File: config.mk
export PLATFORM = sky130hd
export DESIGN_NAME = opv_top
export DESIGN_NICKNAME = d
export VERILOG_FILES = /design/src/rtl/opv_pkg.sv /design/src/rtl/opv_debounce.sv /design/src/rtl/opv_ramp.sv /design/src/rtl/opv_top.sv
export SDC_FILE = /design/constraint.sdc
export NUM_CORES = 1
export LEC_CHECK = 0
export ABC_AREA = 1
export BUFFER_PORTS_ARGS = -buffer_cell sky130_fd_sc_hd__buf_4
export CAP_MARGIN = 20
export CORE_UTILIZATION = 39
export CTS_CLUSTER_DIAMETER = 40
export DETAILED_ROUTE_END_ITERATION = 6
export SKIP_CTS_REPAIR_TIMING = 1
export SLEW_MARGIN = 40
export SYNTH_ARGS = -nofsm -noshare
export SYNTH_HDL_FRONTEND = slang
export SYNTH_SLANG_ARGS = --single-unit
File: constraint.sdc
create_clock -name clk_i -period 2.2 [get_ports clk_i]
set_clock_uncertainty 0.1 [all_clocks]
set_input_delay 0.11 -clock clk_i [delete_from_list [all_inputs] [get_ports clk_i]]
set_output_delay 0.11 -clock clk_i [all_outputs]
set_load 0.01 [all_outputs]
File: src/rtl/opv_pkg.sv
// package: register map, field layout and timing for the output path volume control
package opv_pkg;
   // wishbone word offsets (byte addresses)
   localparam logic [3:0] ADDR_APC    = 4'h0;
   localparam logic [3:0] ADDR_STATUS = 4'h4;
   localparam logic [3:0] ADDR_NVCFG  = 4'h8;

   // analog_path_config fields
   localparam int VOL_LSB     = 0;
   localparam int VOL_W       = 3;
   localparam int AUX_MODE_B  = 7;
   localparam int SPK_EN_B    = 8;
   localparam int AUX_PD_B    = 9;
   localparam int APC_W       = 12;

   localparam logic [2:0] VOL_MAX = 3'h7;
   localparam logic [2:0] VOL_MIN = 3'h0;

   // factory defaults: speaker on, current mode (bit 7 low), aux powered (bit 9 low)
   localparam logic [11:0] APC_RESET = 12'h107;
   localparam logic [2:0]  NV_VOL_RESET = 3'h7;

   // status register layout
   localparam int ST_DIR_B    = 3;
   localparam int ST_RAMP_LSB = 8;

   // debounce time and pop ramp time
   localparam int CLK_HZ       = 25_000_000;
   localparam int DEB_US       = 20_000;
   localparam int DEB_CYC      = (CLK_HZ / 1_000_000) * DEB_US;
   localparam int RAMP_STEP_US = 40;
   localparam int RAMP_STEP_CYC = (CLK_HZ / 1_000_000) * RAMP_STEP_US;
   localparam int RAMP_W       = 8;
endpackage

File: src/rtl/opv_debounce.sv
// two-edge debouncer for the volume push-button
`timescale 1ns/1ps
`default_nettype none
module opv_debounce #(
   parameter int DEB_CYCLES = opv_pkg::DEB_CYC
) (
   input  wire logic clk_i,
   input  wire logic rst_i,
   input  wire logic raw_i,
   output logic      level_o,
   output logic      fall_o
);
   typedef struct packed {
      logic        level;
      logic        fall;
      logic [31:0] cnt;
   } opv_deb_t;

   opv_deb_t st_reg;
   opv_deb_t st_next;

   always_comb begin
      st_next      = st_reg;
      st_next.fall = 1'b0;
      // a new level must hold for the full window on either edge
      if (raw_i == st_reg.level) begin
         st_next.cnt = 32'h0000_0000;
      end else if (st_reg.cnt >= 32'(DEB_CYCLES - 1)) begin
         st_next.cnt   = 32'h0000_0000;
         st_next.level = raw_i;
         st_next.fall  = st_reg.level & ~raw_i;
      end else begin
         st_next.cnt = st_reg.cnt + 32'h0000_0001;
      end
   end

   always_ff @(posedge clk_i) begin
      if (rst_i) begin
         st_reg <= '{level: 1'b1, fall: 1'b0, cnt: 32'h0000_0000};
      end else begin
         st_reg <= st_next;
      end
   end

   assign level_o = st_reg.level;
   assign fall_o  = st_reg.fall;
endmodule
`default_nettype wire

File: src/rtl/opv_ramp.sv
// pop-suppressing ramp for the auxiliary current output
`timescale 1ns/1ps
`default_nettype none
module opv_ramp #(
   parameter int W          = opv_pkg::RAMP_W,
   parameter int STEP_CYCLES = opv_pkg::RAMP_STEP_CYC
) (
   input  wire logic         clk_i,
   input  wire logic         rst_i,
   input  wire logic         active_i,
   input  wire logic         bypass_i,
   output logic [W-1:0]      level_o
);
   typedef struct packed {
      logic [W-1:0] level;
      logic [15:0]  tick;
   } opv_ramp_t;

   opv_ramp_t st_reg;
   opv_ramp_t st_next;
   logic      step;

   always_comb begin
      st_next = st_reg;
      step    = (st_reg.tick >= 16'(STEP_CYCLES - 1));
      st_next.tick = step ? 16'h0000 : st_reg.tick + 16'h0001;
      if (bypass_i) begin
         // voltage mode has no ramp: jumps straight to target
         st_next.level = active_i ? {W{1'b1}} : '0;
      end else if (step) begin
         if (active_i && st_reg.level != {W{1'b1}}) begin
            st_next.level = st_reg.level + W'(1);
         end else if (!active_i && st_reg.level != '0) begin
            st_next.level = st_reg.level - W'(1);
         end
      end
   end

   always_ff @(posedge clk_i) begin
      if (rst_i) begin
         st_reg <= '{level: '0, tick: 16'h0000};
      end else begin
         st_reg <= st_next;
      end
   end

   assign level_o = st_reg.level;
endmodule
`default_nettype wire

File: src/rtl/opv_top.sv
// output path volume control: button stepping, config register, output enables
// How it works
// - eight levels, each button press steps one level
// - sweep down to minimum, back up, repeat
// - reset loads volume from non-volatile setting
// - config bits two to zero set volume
// - button pulled up and debounced both edges
// - speaker outputs released when powered down/unused
// - config bit eight enables speaker, default on
// - config bit seven picks current/voltage, default current
// - config bit nine powers aux down, default off (aux powered)
// - current mode ramps aux up and down
`timescale 1ns/1ps
`default_nettype none
module opv_top #(
   parameter int DEB_CYCLES  = opv_pkg::DEB_CYC,
   parameter int STEP_CYCLES = opv_pkg::RAMP_STEP_CYC
) (
   input  wire logic        clk_i,
   input  wire logic        rst_i,
   // classic wishbone slave
   input  wire logic        cyc_i,
   input  wire logic        stb_i,
   input  wire logic        we_i,
   input  wire logic [3:0]  adr_i,
   input  wire logic [3:0]  sel_i,
   input  wire logic [31:0] dat_i,
   output logic [31:0]      dat_o,
   output logic             ack_o,
   output logic             err_o,
   // push-button, low when pressed; pad pull-up assumed
   input  wire logic        volume_step_input_i,
   // device power and path activity
   input  wire logic        power_down_i,
   input  wire logic        speaker_active_i,
   input  wire logic        aux_active_i,
   input  wire logic        pwm_pos_i,
   input  wire logic        pwm_neg_i,
   // speaker pins
   output logic             speaker_drive_pos_o,
   output logic             speaker_drive_pos_oe_o,
   output logic             speaker_drive_neg_o,
   output logic             speaker_drive_neg_oe_o,
   // auxiliary output controls
   output logic             aux_voltage_mode_o,
   output logic             aux_power_on_o,
   output logic [7:0]       aux_current_output_o,
   output logic [2:0]       volume_level_o
);
   typedef struct packed {
      logic [2:0]  nv_vol;
      logic [2:0]  volume_step_input;
      logic        rising;
      logic [8:0]  apc_hi;
      logic        ack;
      logic        err;
      logic [31:0] rdata;
      logic        spk_pos;
      logic        spk_neg;
      logic        spk_oe;
   } opv_top_t;

   // the non-volatile copy stays out of the reset branch; its power-up value is factory max
   opv_top_t st_reg = '{nv_vol: opv_pkg::NV_VOL_RESET, default: '0};
   opv_top_t st_next;

   logic             btn_level;
   logic             btn_fall;
   logic [7:0]       ramp_level;
   logic             req;
   logic [31:0]      apc_word;
   logic [31:0]      status_word;

   // pull-up is a pad feature; debounce both edges before use
   opv_debounce #(.DEB_CYCLES(DEB_CYCLES)) u_deb (
      .clk_i   (clk_i),
      .rst_i   (rst_i),
      .raw_i   (volume_step_input_i),
      .level_o (btn_level),
      .fall_o  (btn_fall)
   );

   opv_ramp #(.W(opv_pkg::RAMP_W), .STEP_CYCLES(STEP_CYCLES)) u_ramp (
      .clk_i    (clk_i),
      .rst_i    (rst_i),
      .active_i (aux_active_i & aux_power_on_o & ~power_down_i),
      .bypass_i (st_reg.apc_hi[opv_pkg::AUX_MODE_B - opv_pkg::VOL_W]),
      .level_o  (ramp_level)
   );

   assign req = cyc_i & stb_i & ~st_reg.ack & ~st_reg.err;

   always_comb begin
      apc_word = 32'h0000_0000;
      apc_word[opv_pkg::VOL_LSB +: opv_pkg::VOL_W] = st_reg.volume_step_input;
      apc_word[opv_pkg::APC_W-1:opv_pkg::VOL_W]    = st_reg.apc_hi;
      status_word = 32'h0000_0000;
      status_word[opv_pkg::VOL_LSB +: opv_pkg::VOL_W] = st_reg.volume_step_input;
      status_word[opv_pkg::ST_DIR_B] = st_reg.rising;
      status_word[opv_pkg::ST_RAMP_LSB +: opv_pkg::RAMP_W] = ramp_level;
      status_word[opv_pkg::ST_RAMP_LSB + opv_pkg::RAMP_W] = btn_level;
   end

   always_comb begin
      st_next       = st_reg;
      st_next.ack   = 1'b0;
      st_next.err   = 1'b0;

      // button sweep: down to minimum, then up to maximum, forever
      if (btn_fall) begin
         if (!st_reg.rising) begin
            if (st_reg.volume_step_input == opv_pkg::VOL_MIN + 3'h1) begin
               st_next.volume_step_input    = opv_pkg::VOL_MIN;
               st_next.rising = 1'b1;
            end else if (st_reg.volume_step_input == opv_pkg::VOL_MIN) begin
               st_next.volume_step_input    = st_reg.volume_step_input + 3'h1;
               st_next.rising = 1'b1;
            end else begin
               st_next.volume_step_input = st_reg.volume_step_input - 3'h1;
            end
         end else begin
            if (st_reg.volume_step_input == opv_pkg::VOL_MAX - 3'h1) begin
               st_next.volume_step_input    = opv_pkg::VOL_MAX;
               st_next.rising = 1'b0;
            end else if (st_reg.volume_step_input == opv_pkg::VOL_MAX) begin
               st_next.volume_step_input    = st_reg.volume_step_input - 3'h1;
               st_next.rising = 1'b0;
            end else begin
               st_next.volume_step_input = st_reg.volume_step_input + 3'h1;
            end
         end
      end

      // bus access; a register write in the same cycle as a press wins
      if (req) begin
         st_next.ack = 1'b1;
         case (adr_i)
            opv_pkg::ADDR_APC: begin
               if (we_i) begin
                  if (sel_i[0]) begin
                     st_next.volume_step_input = dat_i[opv_pkg::VOL_LSB +: opv_pkg::VOL_W];
                     st_next.apc_hi[7-opv_pkg::VOL_W:0] = dat_i[7:opv_pkg::VOL_W];
                  end
                  if (sel_i[1]) begin
                     st_next.apc_hi[opv_pkg::APC_W-1-opv_pkg::VOL_W:8-opv_pkg::VOL_W] =
                        dat_i[opv_pkg::APC_W-1:8];
                  end
               end
               st_next.rdata = apc_word;
            end
            opv_pkg::ADDR_STATUS: begin
               st_next.rdata = status_word;
            end
            opv_pkg::ADDR_NVCFG: begin
               if (we_i && sel_i[0]) begin
                  st_next.nv_vol = dat_i[opv_pkg::VOL_LSB +: opv_pkg::VOL_W];
               end
               st_next.rdata = 32'h0000_0000;
               st_next.rdata[opv_pkg::VOL_LSB +: opv_pkg::VOL_W] = st_reg.nv_vol;
            end
            default: begin
               st_next.ack   = 1'b0;
               st_next.err   = 1'b1;
               st_next.rdata = 32'h0000_0000;
            end
         endcase
      end

      // speaker released when powered down, disabled, or idle
      st_next.spk_oe  = ~power_down_i & speaker_active_i
                        & st_next.apc_hi[opv_pkg::SPK_EN_B - opv_pkg::VOL_W];
      st_next.spk_pos = st_next.spk_oe & pwm_pos_i;
      st_next.spk_neg = st_next.spk_oe & pwm_neg_i;
   end

   always_ff @(posedge clk_i) begin
      if (rst_i) begin
         // nv setting survives reset; volume reloads from it
         st_reg.volume_step_input     <= st_reg.nv_vol;
         st_reg.rising  <= 1'b0;
         st_reg.apc_hi  <= opv_pkg::APC_RESET[opv_pkg::APC_W-1:opv_pkg::VOL_W];
         st_reg.ack     <= 1'b0;
         st_reg.err     <= 1'b0;
         st_reg.rdata   <= 32'h0000_0000;
         st_reg.spk_pos <= 1'b0;
         st_reg.spk_neg <= 1'b0;
         st_reg.spk_oe  <= 1'b0;
      end else begin
         st_reg <= st_next;
      end
   end

   assign dat_o                  = st_reg.rdata;
   assign ack_o                  = st_reg.ack;
   assign err_o                  = st_reg.err;
   assign speaker_drive_pos_o    = st_reg.spk_pos;
   assign speaker_drive_neg_o    = st_reg.spk_neg;
   assign speaker_drive_pos_oe_o = st_reg.spk_oe;
   assign speaker_drive_neg_oe_o = st_reg.spk_oe;
   assign aux_voltage_mode_o     = st_reg.apc_hi[opv_pkg::AUX_MODE_B - opv_pkg::VOL_W];
   assign aux_power_on_o         = ~st_reg.apc_hi[opv_pkg::AUX_PD_B - opv_pkg::VOL_W];
   assign aux_current_output_o   = (aux_power_on_o && !aux_voltage_mode_o) ?
                                   ramp_level : 8'h00;
   assign volume_level_o         = st_reg.volume_step_input;
endmodule
`default_nettype wire

---- Word-level counts from Yosys, hierarchy flattened ----
Cells that the tools add are included.
operators by class
  equal/unequal tests ..................... 7
  reduce and logical (&&, ||, !) cells .... 21
  magnitude comparators ................... 2
  bitwise operators ....................... 19
  add/subtract/negate cells ............... 6
  mux-type cells .......................... 26
operator list
  cell                                                                 count
  case mux 17 bit (3 select lines)                                     1
  two-way mux 50 bit                                                   1
  two-way mux 8 bit                                                    6
  two-way mux 43 bit                                                   1
  adder 32 x 1 -> 32 bit, second input constant                        1
  greater-or-equal comparator 32 x 19 -> 1 bit, second input constant  1
  two-way mux 4 bit                                                    5
  two-way mux 3 bit                                                    6
  two-way mux 9 bit                                                    2
  adder 16 x 1 -> 16 bit, second input constant                        1
  greater-or-equal comparator 16 x 10 -> 1 bit, second input constant  1
  AND reduction 4 bit                                                  3
  bitwise AND 1 bit                                                    10
  inverter 1 bit                                                       9
  OR reduction 3 bit                                                   3
  adder 8 x 1 -> 8 bit, second input constant                          1
  != test 8 bit, second input constant                                 1
  nonzero test 8 bit                                                   1
  subtractor 8 x 1 -> 8 bit, second input constant                     1
  equality test 3 bit, second input constant                           2
  two-way mux 5 bit                                                    1
  equality test 4 x 3 -> 1 bit, second input constant                  1
  equality test 4 bit, second input constant                           1
  logical AND 1 bit                                                    4
  13 further kinds                                                     17
word-level totals
  output and inout port bits .............. 51
  register bits after elaboration ......... 111
  input port bits ......................... 51
  word-level logic and storage cells ...... 98

---- Logic depth before layout (Yosys ltp) ----
  depth in word-level cells ............... 10
  depth in mapped cells ................... 15
  gate-level depth less buffers ........... 15

---- Cells and area by module ----
Synthesis repeated with hierarchy kept, for this count alone.
second synthesis, totals
  cells, all modules ...................... 666
  area total of the unflattened synthesis .. 5049.8 um^2
modules (own cells, without submodules)
  module        times used  seq. area each (um^2)  area each (um^2)  cells an instance
  opv_top       1           790.8                  2125.8            293
  opv_debounce  1           680.7                  1522.7            174
  opv_ramp      1           480.5                  1401.3            199

---- Least setup slack after synthesis ----
OpenSTA, ideal clock, no wires.
  kind .................................... reg2reg
  start ................................... reg u_ramp.st_reg, in the netlist u_ramp.level_o[0]
  end ..................................... reg u_ramp.st_reg, in the netlist u_ramp.level_o[6]
  stages on the path, launching flop included .. 16
  setup slack ............................. 0.200 ns
  setup time .............................. 0.112 ns
  data arrival time ....................... 1.788 ns
  required time ........................... 1.988 ns
  clock period less this slack ............ 2.000 ns
  buffers on the path ..................... 0
  path through ............................ dfxtp_1 > nand2_1 > nor2_1 > nand2_1 > nand2_1 > ha_1 > nand2_1 > nand2_1 > nand3_1 > nand2_1 > nor2_1 > nand2_1 > nand2_1 > nor2_1 > nor2_1 > nor2_1
on the way
  longest elaborated chain between the ends .. 5
  elaborated cells between the ends (all ways) .. 12
  classes of those cells .................. add/sub: 2; eq/ne: 1; mux: 4; reduce/logical: 5
RTL lines
  element                                                            RTL line                        RTL
  from (decl)                                                        opv_ramp.sv:19                  opv_ramp_t st_reg;
  from (signal assigned)                                             opv_ramp.sv:41                  st_reg <= '{level: '0, tick: 16'h0000};
  from (signal assigned)                                             opv_ramp.sv:43                  st_reg <= st_next;
  subtractor 8 x 1 -> 8 bit / != test 8 bit (equally long branches)  opv_ramp.sv:34, opv_ramp.sv:31
  two-way mux 8 bit / logical AND 1 bit (equally long branches)      opv_ramp.sv:33, opv_ramp.sv:31
  two-way mux 8 bit                                                  opv_ramp.sv:31                  if (active_i && st_reg.level != {W{1'b1}}) begin
  two-way mux 8 bit                                                  opv_ramp.sv:30                  end else if (step) begin
  two-way mux 8 bit                                                  opv_ramp.sv:27                  if (bypass_i) begin
Several ways; a longest one is shown, not always the timed one. The select of a mux whose other input is x is not followed.
A chain may end at the register's enable or synchronous reset.

---- Final worst setup path ----
  start ................................... reg st_reg, in the netlist apc_word[9]
  end ..................................... reg u_ramp.st_reg, in the netlist u_ramp.level_o[6]
on the way
  longest elaborated chain between the ends .. 7
  elaborated cells between the ends (all ways) .. 12
  classes of those cells .................. mux: 4; bitwise: 3; reduce/logical: 5
RTL lines
  element                                                          RTL line                        RTL
  from (decl)                                                      opv_top.sv:64                   opv_top_t st_reg = '{nv_vol: opv_pkg::NV_VOL_RESET, default: '0};
  from (signal assigned)                                           opv_top.sv:189                  st_reg <= st_next;
  inverter 1 bit (*)                                               opv_top.sv:201                  assign aux_power_on_o = ~st_reg.apc_hi[opv_pkg::AUX_PD_B - opv_pkg::VOL_W];
  bitwise AND 1 bit (*) (2 in series)                              opv_top.sv:86                   .active_i (aux_active_i & aux_power_on_o & ~power_down_i),
  logical AND 1 bit / logical NOT 1 bit (equally long branches)    opv_ramp.sv:31, opv_ramp.sv:33
  two-way mux 8 bit / logical AND 1 bit (equally long branches)    opv_ramp.sv:31, opv_ramp.sv:33
  two-way mux 8 bit / nonzero test 3 bit (equally long branches)   --
  two-way mux 8 bit / AND reduction 2 bit (equally long branches)  --
Mark *: on every way between the ends. The rest lies on a longest branch, timed or not. The select of a mux whose other input is x is not followed.

==> impl_results.md <==
- Outcome: complete, but fails checks
- Failing checks: DRC, hold timing
- Vias: 4108
- Setup Viol. Count Final: 0
- Final HPWL DP: 7760 microns
- Detailed Route Iter0 Violations: 218
- Clock Tree Root: clkbuf_16
- Clk Latency, worst-skew pair: 340 ps
- Max reg flops: 32
- Leakage power: 2.69 nW
- Initial antenna violation count: 0
- VDD IR max: 0.000320 V
- Filler cells: 1145
- Final WL: 10300 microns
- Avg WL per Cell: 11.7 microns
- MaxCap Viol Count: 0
- Vias in the first global route: 3753
- Relative slew slack: 59.5%
- WP data required: 2340 ps
- DP Cell Count: 850
- First-pass GRT wire length: 17400 microns
- GRT overflow: 0
- Final Max Tran Viols: 0
- Worst hold-check slack: -29.3 ps
- Port bufs: 64
- Area of the multi-input gates: 0.00231 sq mm
- Register area share after synthesis: 41.2%
- Final hold violation count: 1
- Hold WC Path Type: in -> reg
- P&R area growth vs syn: 22.0%
- IO Pins: 102
- All-Layer GR Usage: 17.2%
- DP Area: 0.00533 sq mm
- Crit path arrival time: 2130 ps
- H-tree Lvls: 3
- Cell Area, Synth: 0.00474 sq mm
- Die X-Extent: 112 microns
- Power Total: 0.00475 W
- Worst setup SP type: flop
- Reg area: 0.00195 sq mm
- GPL Wtd Cong: 0.797
- Fin cells: 878
- Final ANT Viol Nets: 0
- FP Rows: 39
- TritonRoute pass-1 iters: 7
- Largest net degree at the start of global routing: 22
- Die extent in y: 112 microns
- Drc violations: 11
- Final Cell Area: 0.00578 sq mm
- Reg clk slew, reported paths: 70 ps
- Clock Sinks: 96
- CORE AREA: 0.0116 sq mm
- CP Max Fanout: 7
- Crit end category: flop
- Distinct cells, synth: 39
- CTS buffer count: 9
- Total Die Area: 0.0126 sq mm
- Final nets: 798
- Setup_tns: 0 ps
- TritonCTS clock tree: built
- Inserted Diodes: 0
- Starting Density: 40.8%
- Syn. warnings: 0
- Vias/cell: 4.68
- Avg Inst Size Synth: 7.43 sq um
- Final min period: 1990 ps
- Flops & latches, synth: 96
- Commonest non-fill, non-tap cell in the layout: nand2_1
- CTS Buffer Depth: 2
- Power Dens Cells: 822 mW/mm^2
- Most frequent cells in the layout: 129 x nand2_1, 93 x nor2_1, 93 x dfxtp_1
- Achievable frequency: 502 MHz
- Crit share post-route: 90.6%
- Fraction of layout cells with a size suffix above 1: 16.5%
- Worst-Margin Slew: 603 ps
- Kind of critical path: reg -> reg
- Syn Inst Count: 637
## per-stage QoR
stage	setup slack (ps)	util (%)
CTS	97.7	48.5
detailed placement	114	45.9
floorplan	200	-
global placement	132	45.9
global route	-0.520	49.7
finish	206	49.7
## where the power goes
group	total [W]	switching, W	internal (W)
Sequential	0.00190	0.0000565	0.00185
Clock	0.00158	0.000720	0.000860
Combinational	0.00126	0.000721	0.000541
## per-layer routing
layer | track usage (%) | vias to the layer above | wire [microns] | share of wire (%)
li1 | - | 2151 | - | -
met1 | 22.0 | 1840 | 4810 | 47
met2 | 29.1 | 105 | 4830 | 47
met3 | 3.67 | 12 | 529 | 5.1
met4 | 5.33 | 0 | 122 | 1.2
met5 | 0 | - | 0 | 0
## cell type report
| cell class | instances | area share [%] |
|---|---|---|
| clock buffer | 10 | 4.33 |
| inverter | 79 | 5.13 |
| multi-input combinational | 450 | 39.9 |
| tap | 143 | 3.10 |
| clock inverter | 6 | 0.953 |
| sequential | 96 | 33.8 |
| timing repair buffer | 94 | 12.7 |
## worst max-delay path, stage by stage, from the launching register on
cell and delay (ps):
dfxtp_1 310, inv_1 70, nand3_1 110, inv_2 100
nand2_4 80, buf_4 150, fa_1 420, inv_1 80
nor2_1 40, nor2_1 130, nand2_1 70, nand2_1 60
nor2_1 40, nor2_1 80, nor2_1 50
## cell usage after synthesis (all sizes together)
cell	number	area share [%]
and3	2	0.26
clkinv	1	0.079
a22oi	4	0.63
nand3b	1	0.16
fa	1	0.42
a21oi	31	3.3
edfxtp	3	1.9
xor2	10	1.8
clkbuf	5	0.40
nor3b	1	0.16
o21ai	34	3.7
a211oi	4	0.63
conb	1	0.079
ha	16	4.2
xnor2	5	0.92
nand2	135	11
o211a	1	0.21
buf	40	6.4
nor2	99	8.7
nor3	12	1.7
nand4	10	1.3
nand3	42	5.2
inv	78	6.2
a31oi	2	0.26
nor4b	1	0.18
o22ai	4	0.53
dfxtp	93	39
or2	1	0.13
## path summary, 6_finish.rpt
kind	startpoint	end	cells after the start	slack [ps]
setup / recovery	apc_word[9]	u_ramp.level_o[6]	14	210
hold / removal	dat_i[9]	apc_word[9]	3	-30
setup reg to reg	apc_word[9]	u_ramp.level_o[6]	14	210
hold reg to reg	u_deb.st_reg[18]	u_deb.st_reg[18]	2	360
## cells by family (layout without fill, tap and decap cells)
| kind of cell | Yosys count | in the layout | share of synthesized area (%) |
|---|---|---|---|
| adder cells (fa/ha/maj) | 17 | 17 | 4.65 |
| other | 1 | 34 | 0.0792 |
| AND/OR/NAND/NOR | 304 | 304 | 29.0 |
| buffers and inverters | 124 | 189 | 13.1 |
| XOR/XNOR | 15 | 15 | 2.77 |
| flip-flops | 96 | 96 | 41.2 |
| AO/OA/AOI/OAI | 80 | 80 | 9.22 |
No activity file was read; power rests on OpenSTA's default activity.
